## src/common/pmcap_defs.svh

```systemverilog
// Constants of the power management capability register pair.
// Assumes byte offsets within the function's configuration space.
`ifndef PMCAP_DEFS_SVH
`define PMCAP_DEFS_SVH

// Register byte offsets
`define PMCAP_OFS_CAPS        8'h52
`define PMCAP_OFS_CTRL        8'h54

// Reset values
`define PMCAP_CAPS_RESET      16'h0602
`define PMCAP_CTRL_RESET      16'h0000

// Capabilities word: fixed part with both D1 and D2 advertised
`define PMCAP_CAPS_FIXED      16'h0600
`define PMCAP_CAPS_VER_LSB    0
`define PMCAP_CAPS_VER_MSB    2
`define PMCAP_VER_OLD         3'h2
`define PMCAP_VER_NEW         3'h3

// Control/status word fields
`define PMCAP_CS_LEVEL_LSB    0
`define PMCAP_CS_LEVEL_MSB    1
`define PMCAP_CS_NSR_BIT      3
`define PMCAP_CS_SCRATCH_BIT  8

// Byte lanes of the 16-bit access port
`define PMCAP_BE_LOW          0
`define PMCAP_BE_HIGH         1

`endif

```

## src/common/pmcap_pkg.sv

```systemverilog
// Types of the power management capability register pair.
// Assumes nothing of its surroundings.
package pmcap_pkg;

  typedef enum logic [1:0] {
    PMCAP_D0     = 2'b00,
    PMCAP_D1     = 2'b01,
    PMCAP_D2     = 2'b10,
    PMCAP_D3_HOT = 2'b11
  } pmcap_level_e;

  typedef logic [15:0] pmcap_word_t;

endpackage : pmcap_pkg

```

## src/core/pmcap_ctrl_store.sv

```systemverilog
// Storage of the writable control/status fields.
// Assumes the parent has already decoded address and byte lanes.
`timescale 1ns/1ps

module pmcap_ctrl_store (
  // Clock and reset
  input  wire logic                  i_clk,
  input  wire logic                  i_resetn,
  // Write strobes and data
  input  wire logic                  i_level_we,
  input  wire pmcap_pkg::pmcap_level_e i_level_d,
  input  wire logic                  i_scratch_we,
  input  wire logic                  i_scratch_d,
  // Stored state
  output logic                       o_level,
  output pmcap_pkg::pmcap_level_e    o_level_val,
  output logic                       o_scratch
);
  import pmcap_pkg::*;

  pmcap_level_e level_q;
  pmcap_level_e level_d;
  logic         scratch_q;
  logic         scratch_d;

  // Only the decoded strobes change state; the reset is the sole other path
  always_comb begin
    level_d   = i_level_we ? i_level_d : level_q;
    scratch_d = i_scratch_we ? i_scratch_d : scratch_q;
  end

  always_ff @(posedge i_clk or negedge i_resetn) begin
    if (!i_resetn) begin
      level_q   <= PMCAP_D0;
      scratch_q <= 1'b0;
    end else begin
      level_q   <= level_d;
      scratch_q <= scratch_d;
    end
  end

  assign o_level     = (level_q != PMCAP_D0);
  assign o_level_val = level_q;
  assign o_scratch   = scratch_q;

endmodule : pmcap_ctrl_store

```

## src/core/pmcap_regs.sv

```systemverilog
// Power management capabilities and control/status registers.
// Assumes a 16-bit configuration access port, one access per cycle,
// synchronous to i_clk; the revision select bit comes from another block.
//
// Behaviour
// - Capabilities bits 15:11 (wake state mask) always read zero.
// - Capabilities bit 10 reads one: state D2 supported.
// - Capabilities bit 9 reads one: state D1 supported.
// - Capabilities bits 8:6, auxiliary current, always read zero.
// - Capabilities bit 5, special initialisation, reads zero.
// - Capabilities bit 3, wake needs clock, reads zero.
// - Revision field reads 010b, or 011b when revision select is set.
// - Control/status bit 15, wake event flag, is read-only zero.
// - Control/status data scale and data select fields always read zero.
// - Bit 8 is writable scratch storage, no side effect, resets to zero.
// - No-soft-reset bit reads the revision select bit.
// - Leaving D3hot for D0 causes no reset; all contents are kept.
// - Bits 1:0 hold the power level, written by software, reset D0.
// - Reserved control bits 7:4, 2 and capabilities bit 4 read zero.
`timescale 1ns/1ps
`include "pmcap_defs.svh"

module pmcap_regs (
  // Clock and reset
  input  wire logic                    i_clk,
  input  wire logic                    i_resetn,
  // Configuration access port
  input  wire logic [7:0]              i_cfg_addr,
  input  wire logic                    i_cfg_rd,
  input  wire logic                    i_cfg_wr,
  input  wire logic [1:0]              i_cfg_be,
  input  wire logic [15:0]             i_cfg_wdata,
  output pmcap_pkg::pmcap_word_t       o_cfg_rdata,
  output logic                         o_cfg_rvalid,
  // Revision select from the general control register
  input  wire logic                    i_revision_select_bit,
  // Function state
  output pmcap_pkg::pmcap_level_e      o_current_power_level,
  output logic                         o_wake_scratch_bit
);
  import pmcap_pkg::*;

  ////////////////////////////////////////////////////////////////////////////
  // Decode

  function automatic logic hit(input logic [7:0] addr, input logic [7:0] ofs);
    hit = (addr[7:1] == ofs[7:1]);
  endfunction : hit

  logic          ctrl_hit;
  logic          caps_hit;
  logic          level_we;
  logic          scratch_we;
  pmcap_level_e  level_wval;
  pmcap_level_e  level_val;
  logic          scratch_val;
  logic          level_nonzero;
  pmcap_word_t   caps_word;
  pmcap_word_t   ctrl_word;

  assign ctrl_hit   = hit(i_cfg_addr, `PMCAP_OFS_CTRL);
  assign caps_hit   = hit(i_cfg_addr, `PMCAP_OFS_CAPS);
  // Only the level and scratch lanes store; every other bit is dropped
  assign level_we   = i_cfg_wr && ctrl_hit && i_cfg_be[`PMCAP_BE_LOW];
  assign scratch_we = i_cfg_wr && ctrl_hit && i_cfg_be[`PMCAP_BE_HIGH];
  assign level_wval = pmcap_level_e'(i_cfg_wdata[`PMCAP_CS_LEVEL_MSB:`PMCAP_CS_LEVEL_LSB]);

  ////////////////////////////////////////////////////////////////////////////
  // Stored fields

  // Any level may be written at any time; D3hot to D0 resets nothing
  pmcap_ctrl_store u_store (
    .i_clk        (i_clk),
    .i_resetn     (i_resetn),
    .i_level_we   (level_we),
    .i_level_d    (level_wval),
    .i_scratch_we (scratch_we),
    .i_scratch_d  (i_cfg_wdata[`PMCAP_CS_SCRATCH_BIT]),
    .o_level      (level_nonzero),
    .o_level_val  (level_val),
    .o_scratch    (scratch_val)
  );

  ////////////////////////////////////////////////////////////////////////////
  // Readback words

  always_comb begin
    caps_word = `PMCAP_CAPS_FIXED;
    caps_word[`PMCAP_CAPS_VER_MSB:`PMCAP_CAPS_VER_LSB] =
      i_revision_select_bit ? `PMCAP_VER_NEW : `PMCAP_VER_OLD;
    // Bits 8:3 stay zero: aux current, init, reserved, clock
    ctrl_word = 16'h0000;
    ctrl_word[`PMCAP_CS_LEVEL_MSB:`PMCAP_CS_LEVEL_LSB] = level_val;
    ctrl_word[`PMCAP_CS_NSR_BIT]     = i_revision_select_bit;
    ctrl_word[`PMCAP_CS_SCRATCH_BIT] = scratch_val;
  end

  ////////////////////////////////////////////////////////////////////////////
  // Read port

  pmcap_word_t rdata_q;
  pmcap_word_t rdata_d;
  logic        rvalid_q;
  logic        rvalid_d;
  pmcap_level_e level_out_q;
  pmcap_level_e level_out_d;
  logic        scratch_out_q;
  logic        scratch_out_d;

  always_comb begin
    rvalid_d = i_cfg_rd;
    rdata_d  = 16'h0000;
    if (i_cfg_rd && caps_hit) begin
      rdata_d = caps_word;
    end else if (i_cfg_rd && ctrl_hit) begin
      rdata_d = ctrl_word;
    end
    level_out_d   = level_val;
    scratch_out_d = scratch_val;
  end

  always_ff @(posedge i_clk or negedge i_resetn) begin
    if (!i_resetn) begin
      rdata_q       <= 16'h0000;
      rvalid_q      <= 1'b0;
      level_out_q   <= PMCAP_D0;
      scratch_out_q <= 1'b0;
    end else begin
      rdata_q       <= rdata_d;
      rvalid_q      <= rvalid_d;
      level_out_q   <= level_out_d;
      scratch_out_q <= scratch_out_d;
    end
  end

  assign o_cfg_rdata           = rdata_q;
  assign o_cfg_rvalid          = rvalid_q;
  assign o_current_power_level = level_out_q;
  assign o_wake_scratch_bit    = scratch_out_q;
endmodule : pmcap_regs

```

## config.mk

```make
export PLATFORM = sky130hd
export DESIGN_NAME = pmcap_regs
export DESIGN_NICKNAME = d
export VERILOG_FILES = /design/src/common/pmcap_pkg.sv /design/src/core/pmcap_ctrl_store.sv /design/src/core/pmcap_regs.sv
export VERILOG_INCLUDE_DIRS = /design/src /design/src/common
export SDC_FILE = /design/constraint.sdc
export NUM_CORES = 1
export LEC_CHECK = 0
export BUFFER_PORTS_ARGS = -buffer_cell sky130_fd_sc_hd__buf_2
export CELL_PAD_IN_SITES_DETAIL_PLACEMENT = 0
export CELL_PAD_IN_SITES_GLOBAL_PLACEMENT = 1
export CORE_MARGIN = 1
export CORE_UTILIZATION = 25
export DETAILED_ROUTE_END_ITERATION = 6
export PLACE_DENSITY = 0.84
export RECOVER_POWER = 50
export SKIP_CTS_REPAIR_TIMING = 1
export SLEW_MARGIN = 20
export SYNTH_ARGS = -nofsm -noshare
export SYNTH_HDL_FRONTEND = slang
export SYNTH_HIERARCHICAL = 1
export SYNTH_SLANG_ARGS = --single-unit
```

## constraint.sdc

```tcl
create_clock -name i_clk -period 0.9 [get_ports i_clk]
set_input_delay 0.045 -clock i_clk [delete_from_list [all_inputs] [get_ports i_clk]]
set_output_delay 0.045 -clock i_clk [all_outputs]
set_load 0.1 [all_outputs]
```

# Word-level counts from Yosys, hierarchy flattened
# Cells that the tools add are included.
# op_classes
eq_ne	2
mux	3
reduce_logical	5
# op_table
operator	count
$mux 16	1
$eq 7x6->1 const B	2
$mux 9	1
$logic_and 1x1->1	5
$mux 1	1
# word_totals
reg_bits	23
output_inout_bits	20
word_cells	16

# Logic depth before layout (Yosys ltp)
# Gate-level depths: netlist (run 1).
# logic_depth
word_depth	4
depth_mapped	3

# Hierarchy
# Netlist (run 1), hierarchy kept.
# by_module_without_submodules
mod	instances	cells_each	area_each_um2	seq_area_each_um2
pmcap_regs	1	40	479.2	225.2
pmcap_ctrl_store	1	7	115.1	75.1

# Worst setup path after synthesis (run 1)
# Ideal clock, no wire load.
# synth_timing
path_kind	reg-to-output
start	reg o_cfg_rdata[9] (netlist name)
end	out o_cfg_rdata[10]
t_arrival_ns	1.324
path_slack_ns	-0.469
path_stages_with_launch	2
n_path_buf	1
path_cell_list	dfrtp_1 > buf_4
# synth_lines
item	line	rtl
to (decl)	pmcap_regs.sv:33	output pmcap_pkg::pmcap_word_t o_cfg_rdata,

# Worst setup path in the final report (run 1)
# layout_timing
start	reg rdata_q[9], in the netlist o_cfg_rdata[9]
end	out o_cfg_rdata[9]
# layout_lines
item	line	rtl
from (decl)	pmcap_regs.sv:101	pmcap_word_t rdata_q;
from (signal assigned)	pmcap_regs.sv:129	rdata_q <= rdata_d;
# No word-level cell between the ends.

==> metrics.yaml, run 1 <==
run_status:
  violations: "negative setup slack"
  status: "complete, but fails checks"
placed_design:
  hpwl_um: 909.7
  gp_congestion: 0.7343
  post_dp_cell_area_um2: 937.1
  place.port_buffers: 26
grt:
  grt_max_degree: 13
  grt_overflow: 0
  antenna_found_initial: 0
  grt_pass1_vias: 431
  grt_usage_pct: 9.834
  grt_pass1_wl_um: 1780
setup_path:
  endpoint_kind: "output port"
  critPathKind: "flip-flop to output port"
  critPathLaunchType: "flip-flop"
  worstPathArrival_ns: 0.95
  cp-startpoint: "o_cfg_rdata[9]"
  r2r-end: "o_cfg_rdata[1]"
  worst-path-stages: 1
  path_max_fanout: 2
  r2r-start: "u_store/o_level_val[1]"
  crit_slowest_cell: "dfrtp_4"
  worstPathCellList: "buf_12"
  slowest_delay_ns: 0.50
  worst_path_dominant_cell_family: "flip-flops"
  rr_worst_depth: 2
  rrSetupSlack_ns: 0.10
  required_ns: 0.85
  cp.buffers_inverters: 1
  crit_end: "o_cfg_rdata[9]"
detailed_routing:
  drc: 0
  wl_um: 1053
  detail_route.iter0.violations: 0
  postRouteAntennaNets: 0
  firstDrtPassIters: 1
  num_vias: 427
  via_per_inst: 3.917
  wire_per_inst_um: 9.661
layout:
  syn_to_final_growth_pct: 64.47
  antennaDiodeCount: 0
  final_area_um2: 967.2
  drive_above_1_share_pct: 64.20
  fin_util_pct: 43.72
  nets: 113
power:
  p_switching_uw: 478.1
  p_leak_uw: 0.0004419
  combPwrFrac_pct: 31.7
  switching_share_pct: 36.44
  internal_power_uw: 833.7
  clock_power_share_pct: 24.9
  finalPower_uw: 1312
  powerDensity_nw_per_um2: 1356
  sequentialPowerShare_pct: 43.4
  peakVddDrop_uv: 820.7
floorplan:
  die_x_um: 50.50
  core-area_um2: 2212
  initial_core_util_pct: 26.58
  dieArea_um2: 2550
  die_y_um: 50.50
  rows: 17
  io_pins: 51
timing:
  fmax_mhz: 1008
  finalSetupViolations: 2
  period_share_pct: 110.2
  hold_viol_final: 0
  finalClockSkew_ns: 0.0004297
  worst_slack_ns: -0.09221
  timing.final.max_slew_violations: 0
  period_needed_ns: 0.9922
  rsz0062_at_grt: "true"
  hold_ws_ns: 0.01203
logic_synthesis:
  synthCells: 46
  ys_warn_count: 6
  synth.avg_cell_area_um2: 12.78
  netlist_area_um2: 588.1
clock_network:
  cts_buffer_depth: 2
  cts_tree: "done"
  clk_pin_slew_ns: 0.06
  cts_buffers: 3
  cts_sinks: 12
  clock_latency_ns: 0.26
  clockRootBuffer: "clkbuf_4"
  htree_num_levels: 1
min_path:
  worstHoldStart: "i_cfg_wdata[0]"
  hold_path_class: "input pin to flip-flop"
run:
  maxCapViolCount: 0
==> power groups by stage <==
stage | Clock [uW] | Sequential (uW) | Combinational, uW
2_1_floorplan | 0 | 640 | 265
3_3_place_gp | 0 | 579 | 413
3_5_place_dp | 0 | 580 | 418
4_1_cts | 342 | 569 | 418
5_1_grt | 357 | 571 | 433
6_report | 327 | 569 | 416
==> per-stage QoR <==
| stage | TNS [ns] | instances | setup WS, ns |
|---|---|---|---|
| CTS | -0.2407 | 107 | -0.1026 |
| finish | -0.1838 | 109 | -0.09221 |
| detailed placement | -0.5372 | 103 | -0.1916 |
| global placement | -0.5285 | 103 | -0.2310 |
| floorplan | -0.1744 | 55 | -0.05485 |
| global route | -0.3173 | 109 | -0.1094 |
==> state kept, by name (all words and copies together) (netlist names) <==
signal and count:
o_cfg_rdata 5, o_wake_scratch_bit 1, o_cfg_rvalid 1, u_store/o_scratch 1, u_store/o_level_val 2, o_current_power_level 2
==> worst min path at each step <==
stage	depth (start not counted)	end	slack, ns
floorplan	0	o_cfg_rdata[0]	-0.25
global placement	1	o_cfg_rdata[9]	-0.07
detailed placement	1	o_cfg_rdata[9]	-0.07
CTS	1	u_store/o_level_val[1]	-0.36
global route	2	u_store/o_level_val[1]	0.009
finish	2	u_store/o_level_val[0]	0.01
==> metal layers <==
| layer | up-vias | global-route usage [%] | wire (um) |
|---|---|---|---|
| li1 | 205 | - | - |
| met1 | 193 | 8.712 | 371 |
| met2 | 27 | 18.44 | 577 |
| met3 | 2 | 5.758 | 99 |
| met4 | 0 | 2.778 | 6 |
| met5 | - | 0 | 0 |
==> cells in the final DEF (no fill, tap or decap), drive strengths merged <==
master        n
a211oi        2
buf          30
clkbuf        5
conb         10
dfrtp        12
dlygate4sd3   2
inv           4
mux2          3
nand2b        3
nand3b        3
nand4bb       2
nor3          1
nor4          4
==> final cells by class <==
type,instances,area [um2]
tap,28,35.03
fill,220,1245
clock buffer,4,26.28
timing repair buffer,33,337.8
multi-input combinational,28,239.0
sequential,12,314.1
inverter,4,15.01
(Power assumes the default switching activity.)
==> run 2: changes to the inputs <==
--- a/config.mk
+++ b/config.mk
@@ -12,7 +12,7 @@
 export CORE_MARGIN = 1
 export CORE_UTILIZATION = 25
 export DETAILED_ROUTE_END_ITERATION = 6
-export PLACE_DENSITY = 0.84
+export PLACE_DENSITY = 0.73
 export RECOVER_POWER = 50
 export SKIP_CTS_REPAIR_TIMING = 1
 export SLEW_MARGIN = 20
==> run 2 against run 1 <==
  * The flow still finishes with violations (negative setup slack)
  * Clock-buffer cell count is the same
  * Total power grew 6.8%
  * Critical endpoint is now o_cfg_rdata[10]
  * Flip-flop and latch count is the same
  * Critical path depth is the same
  * Via count grew 2.1%
  * Non-clock buffer count shrank 1
  * Final cell count shrank 0.92%
  * Worst setup slack lost 0.0048 ns
  * Design area grew 0.13%
==> metrics.yaml, run 2 (same netlist as run 1, synthesis figures left out) <==
setup_path:
  crit_end: "o_cfg_rdata[10]"
  critPathLaunchType: "flip-flop"
  worstPathArrival_ns: 0.95  # about the same
  endpoint_kind: "output port"
  worstPathCellList: "buf_12"
  crit_slowest_cell: "dfrtp_4"
  cp-startpoint: "o_cfg_rdata[9]"
  critPathKind: "flip-flop to output port"
  r2r-end: "o_cfg_rdata[0]"
  r2r-start: "u_store/o_level_val[0]"
  worst-path-stages: 1  # unchanged
  slowest_delay_ns: 0.51  # about the same
  rrSetupSlack_ns: 0.12  # +0.02 ns
  required_ns: 0.85  # about the same
  cp.buffers_inverters: 1  # unchanged
  rr_worst_depth: 2  # unchanged
  path_max_fanout: 2  # unchanged
  worst_path_dominant_cell_family: "flip-flops"
timing:
  timing.final.max_slew_violations: 0  # unchanged
  finalSetupTns_ns: -0.1936  # -0.009825 ns
  period_needed_ns: 0.9970  # +0.004778 ns
  fmax_mhz: 1003  # -0.48%
  finalSetupViolations: 2  # unchanged
  hold_viol_final: 0  # unchanged
  finalClockSkew_ns: 0.0002072  # -0.0002224 ns
  rsz0062_at_grt: "true"
  worst_slew_pin_slew_ns: 0.6322
  period_share_pct: 110.8  # +0.53 points
  relSlewSlack_pct: 57.86
  hold_ws_ns: 0.008734  # -0.003296 ns
  worst_slack_ns: -0.09699  # -0.004778 ns
layout:
  instances_no_fill: 108  # -0.92%
  layout_common_cells: "15 x buf_2, 10 x conb_1, 10 x buf_12"
  drive_above_1_share_pct: 63.75  # -0.45 points
  antennaDiodeCount: 0  # unchanged
  nets: 112  # -0.88%
  syn_to_final_growth_pct: 64.68
  largest_reg_flops: 5  # unchanged
  final_area_um2: 968.4  # +0.13%
  fillers: 223  # +1.4%
  final_common_cell: "buf_2"
floorplan:
  die_x_um: 50.50  # unchanged
  rows: 17  # unchanged
  initial_core_util_pct: 26.58  # unchanged
  die_y_um: 50.50  # unchanged
  io_pins: 51  # unchanged
  dieArea_um2: 2550  # unchanged
  core-area_um2: 2212  # unchanged
detailed_routing:
  firstDrtPassIters: 2  # +1
  wl_um: 1141  # +8.4%
  wire_per_inst_um: 10.56  # +9.4%
  drc: 0  # unchanged
  postRouteAntennaNets: 0  # unchanged
  detail_route.iter0.violations: 2  # +2
  num_vias: 436  # +2.1%
  via_per_inst: 4.037  # +3.1%
power:
  combPwrFrac_pct: 29.6  # -2.1 points
  finalPower_uw: 1401  # +6.8%
  internal_power_uw: 904.1  # +8.4%
  p_switching_uw: 497.4  # +4.0%
  powerDensity_nw_per_um2: 1447  # +6.7%
  clock_power_share_pct: 29.9  # +5.0 points
  p_leak_uw: 0.0004405  # -0.33%
  switching_share_pct: 35.49  # -0.95 points
  sequentialPowerShare_pct: 40.5  # -2.9 points
  peakVddDrop_uv: 499.0  # -39%
placed_design:
  place.port_buffers: 26  # unchanged
  hpwl_um: 946.1  # +4.0%
  dp_cells: 102  # -0.97%
  gp_congestion: 0.7806  # +6.3%
  post_dp_cell_area_um2: 929.6  # -0.80%
grt:
  antenna_found_initial: 0  # unchanged
  grt_usage_pct: 9.987  # +0.15 points
  grt_pass1_wl_um: 1773  # -0.39%
  grt_overflow: 0  # unchanged
  grt_pass1_vias: 417  # -3.2%
  grt_max_degree: 13  # unchanged
clock_network:
  cts_tree: "done"
  clock_latency_ns: 0.27  # about the same
  cts_buffers: 3  # unchanged
  clk_pin_slew_ns: 0.07  # about the same
  clockRootBuffer: "clkbuf_4"
  cts_sinks: 12  # unchanged
  htree_num_levels: 1  # unchanged
  cts_buffer_depth: 2  # unchanged
run:
  maxCapViolCount: 0  # unchanged
run_status:
  violations: "negative setup slack"
  status: "complete, but fails checks"
min_path:
  hold_path_class: "input pin to flip-flop"
run 2: worst min-delay path by stage:
stage	start	end	slack [ns]	cells after the start
after CTS	i_resetn	o_cfg_rdata[9]	-0.36	1
after floorplan	i_resetn	o_cfg_rdata[0]	-0.25	0
after global placement	i_resetn	o_cfg_rdata[9]	-0.07	1
after global routing	i_cfg_wdata[0]	u_store/o_level_val[0]	0.006	2
after detailed placement	i_resetn	o_cfg_rdata[9]	-0.06	1
final	i_cfg_wdata[0]	u_store/o_level_val[0]	0.009	2
run 2: worst register-to-register path, stage by stage, from the launching register on:
cell	delay [ns]
dfrtp_1	0.37
nand3b_1	0.09
a211oi_1	0.22
run 2: stage by stage:
step	utilization, %	setup WS [ns]
floorplan	-	-0.05485
global placement	42.02	-0.2218
detailed placement	42.02	-0.2255
CTS	43.67	-0.1135
global route	43.78	-0.1286
finish	43.78	-0.09699
run 2: power groups by stage:
| stage | Sequential [uW] | Combinational (uW) | Clock, uW |
|---|---|---|---|
| detailed placement | 580 | 416 | 0 |
| floorplan | 640 | 265 | 0 |
| finish | 568 | 414 | 419 |
| global route | 571 | 428 | 461 |
| global placement | 579 | 412 | 0 |
| CTS | 569 | 417 | 446 |
run 2: final cells by class:
type                    count  area (um2)  share of cell area (%)
multi-input cells          28       239.0                   24.68
flip-flops and latches     12       314.1                   32.43
clock buffers               4       36.28                   3.747
well taps                  28       35.03                   3.618
repair buffers             32       329.1                   33.98
inverters                   4       15.01                   1.550
run 2: metal layers:
| layer | GRT usage (%) | vias to the layer above | routed length (um) |
|---|---|---|---|
| met3 | 3.636 | 4 | 114 |
| met5 | 0 | - | 0 |
| li1 | - | 202 | - |
| met4 | 8.333 | 0 | 28 |
| met1 | 10.31 | 204 | 460 |
| met2 | 16.00 | 26 | 537 |
==> run 3: changes to the inputs <==
--- a/config.mk
+++ b/config.mk
@@ -12,6 +12,7 @@
 export CORE_MARGIN = 1
 export CORE_UTILIZATION = 25
 export DETAILED_ROUTE_END_ITERATION = 6
+export GPL_TIMING_DRIVEN = 0
 export PLACE_DENSITY = 0.73
 export RECOVER_POWER = 50
 export SKIP_CTS_REPAIR_TIMING = 1
==> run 3 against run 2 <==
  * The run still ends with negative setup slack left
  * Core utilization down 0.45 points
  * Non-clock buffer count up 7
  * Hold slack got worse by 0.0022 ns
  * Design area is 1.0% lower
  * Clock power hardly changed
  * Final cell count up 6.5%
  * Combinational power rose by 2%
  * Critical endpoint unchanged
  * Largest power group unchanged
==> metrics.yaml, run 3 (same netlist as run 1, synthesis figures left out) <==
setup_path:
  rr_worst_depth: 2  # unchanged
  cp-startpoint: "o_cfg_rdata[9]"
  critPathLaunchType: "flip-flop"
  slowest_delay_ns: 0.48  # -0.03 ns
  r2r-end: "o_cfg_rdata[1]"
  cp.buffers_inverters: 2  # +1
  worstPathCellList: "buf_6, buf_12"
  worst-path-stages: 2  # +1
  worstPathArrival_ns: 1.02  # +0.07 ns
  r2r-start: "u_store/o_level_val[1]"
  required_ns: 0.85  # about the same
  rrSetupSlack_ns: 0.13  # about the same
  crit_slowest_cell: "dfrtp_4"
  path_max_fanout: 2  # unchanged
  endpoint_kind: "output port"
  crit_end: "o_cfg_rdata[10]"
  critPathKind: "flip-flop to output port"
  worst_path_dominant_cell_family: "flip-flops"
power:
  internal_power_uw: 909.1  # +0.56%
  p_leak_uw: 0.0004657  # +5.7%
  switching_share_pct: 35.18  # -0.31 points
  p_switching_uw: 493.5  # -0.79%
  powerDensity_nw_per_um2: 1463  # +1.1%
  peakVddDrop_uv: 492.0  # -1.4%
  clock_power_share_pct: 29.6  # -0.3 points
  sequentialPowerShare_pct: 40.2  # -0.3 points
  combPwrFrac_pct: 30.1  # +0.5 points
  finalPower_uw: 1403  # about the same
clock_network:
  cts_buffer_depth: 2  # unchanged
  cts_sinks: 12  # unchanged
  htree_num_levels: 1  # unchanged
  cts_buffers: 3  # unchanged
  clock_latency_ns: 0.27  # about the same
  clockRootBuffer: "clkbuf_4"
  cts_tree: "done"
  clk_pin_slew_ns: 0.07  # about the same
layout:
  largest_reg_flops: 5  # unchanged
  antennaDiodeCount: 0  # unchanged
  instances_no_fill: 115  # +6.5%
  fillers: 215  # -3.6%
  syn_to_final_growth_pct: 62.98
  final_common_cell: "buf_2"
  layout_common_cells: "15 x buf_2, 11 x buf_4, 10 x conb_1"
  final_area_um2: 958.4  # -1.0%
  fin_util_pct: 43.33  # -0.45 points
  nets: 119  # +6.3%
  drive_above_1_share_pct: 67.82  # +4.1 points
detailed_routing:
  firstDrtPassIters: 2  # unchanged
  wl_um: 1019  # -11%
  top_layer: "met4"
  num_vias: 450  # +3.2%
  wire_per_inst_um: 8.861  # -16%
  wl_met3_um: 117  # +2.6%
  postRouteAntennaNets: 0  # unchanged
  wl_met2_um: 524  # -2.4%
  drc: 0  # unchanged
  wl_met1_um: 364  # -21%
  detail_route.iter0.violations: 2  # unchanged
  via_per_inst: 3.913  # -3.1%
placed_design:
  post_dp_cell_area_um2: 835.8  # -10%
  dp_cells: 109  # +6.9%
  hpwl_um: 856  # -9.5%
  gp_congestion: 0.6690  # -14%
  place.port_buffers: 26  # unchanged
run_status:
  status: "complete, but fails checks"
  violations: "negative setup slack"
timing:
  finalClockSkew_ns: 0.0001687  # -0.00003853 ns
  finalSetupViolations: 3  # +1
  relSlewSlack_pct: 59.34  # +1.5 points
  rsz0062_at_grt: "true"
  fmax_mhz: 940.5  # -6.2%
  timing.final.max_slew_violations: 0  # unchanged
  period_needed_ns: 1.063  # +0.06625 ns
  worst_slew_pin_slew_ns: 0.6099  # -0.02225 ns
  worst_slack_ns: -0.1632  # -0.06625 ns
  period_share_pct: 118.1  # +7.4 points
  hold_viol_final: 0  # unchanged
floorplan:
  die_y_um: 50.50  # unchanged
  io_pins: 51  # unchanged
  die_x_um: 50.50  # unchanged
  rows: 17  # unchanged
  dieArea_um2: 2550  # unchanged
  initial_core_util_pct: 26.58  # unchanged
  core-area_um2: 2212  # unchanged
grt:
  grt_pass1_vias: 412  # -1.2%
  grt_pass1_wl_um: 1697  # -4.3%
  grt_max_degree: 13  # unchanged
  grt_usage_pct: 9.415  # -0.57 points
  grt_overflow: 0  # unchanged
  antenna_found_initial: 0  # unchanged
run:
  maxCapViolCount: 0  # unchanged
min_path:
  hold_path_class: "input pin to flip-flop"
[run 3: cell count changes in the layout (fill, tap and decap cells not counted), sizes merged]
cell	before	now
buf	29	36
[run 3: area by class of cell]
class                   count  area, um2  area share [%]
plain buffers              11      86.33           9.008
well taps                  28      35.03           3.655
repair buffers             28      216.5           22.58
clock buffers               4      36.28           3.786
multi-input cells          28      255.2           26.63
flip-flops and latches     12      314.1           32.77
inverters                   4      15.01           1.567
[run 3: metal layers]
layer,vias to the layer above,track usage (%)
met5,-,0
met4,0,6.944
met3,2,3.939
met2,26,15.56
met1,202,9.363
li1,220,-
[run 3: worst min-delay path by stage]
stage	slack, ns	start	cells past startpoint	to
2_1_floorplan	-0.25	i_resetn	0	o_cfg_rdata[0]
3_3_place_gp	-0.07	i_resetn	1	o_cfg_rdata[9]
3_5_place_dp	-0.06	i_resetn	1	o_cfg_rdata[9]
4_1_cts	-0.36	i_resetn	1	o_cfg_rdata[9]
5_1_grt	0.0002	i_revision_select_bit	3	o_cfg_rdata[3]
6_report	0.007	i_cfg_wdata[8]	2	u_store/o_scratch
[run 3: worst register-to-register path, stage by stage, from the launching register on]
cell      delay, ns
dfrtp_1        0.37
nand3b_1       0.08
a211oi_1       0.23
[run 3: metrics by stage]
stage / TNS, ns / setup slack, ns / hold WS (ns)
floorplan: -0.1744 / -0.05485 / -0.2506
global placement: -0.6320 / -0.2101 / -0.07254
detailed placement: -0.6646 / -0.2171 / -0.06422
CTS: -2.011 / -0.3200 / -0.3587
global route: -0.5498 / -0.1986 / 0.0002026
finish: -0.2921 / -0.1632 / 0.006575
[run 3: power groups by stage]
| stage | sequential (uW) | combinational [uW] | clock, uW |
|---|---|---|---|
| after floorplan | 640 | 265 | 0 |
| after global routing | 567 | 441 | 462 |
| after global placement | 573 | 404 | 0 |
| after detailed placement | 574 | 406 | 0 |
| final | 564 | 422 | 416 |
| after CTS | 563 | 406 | 433 |
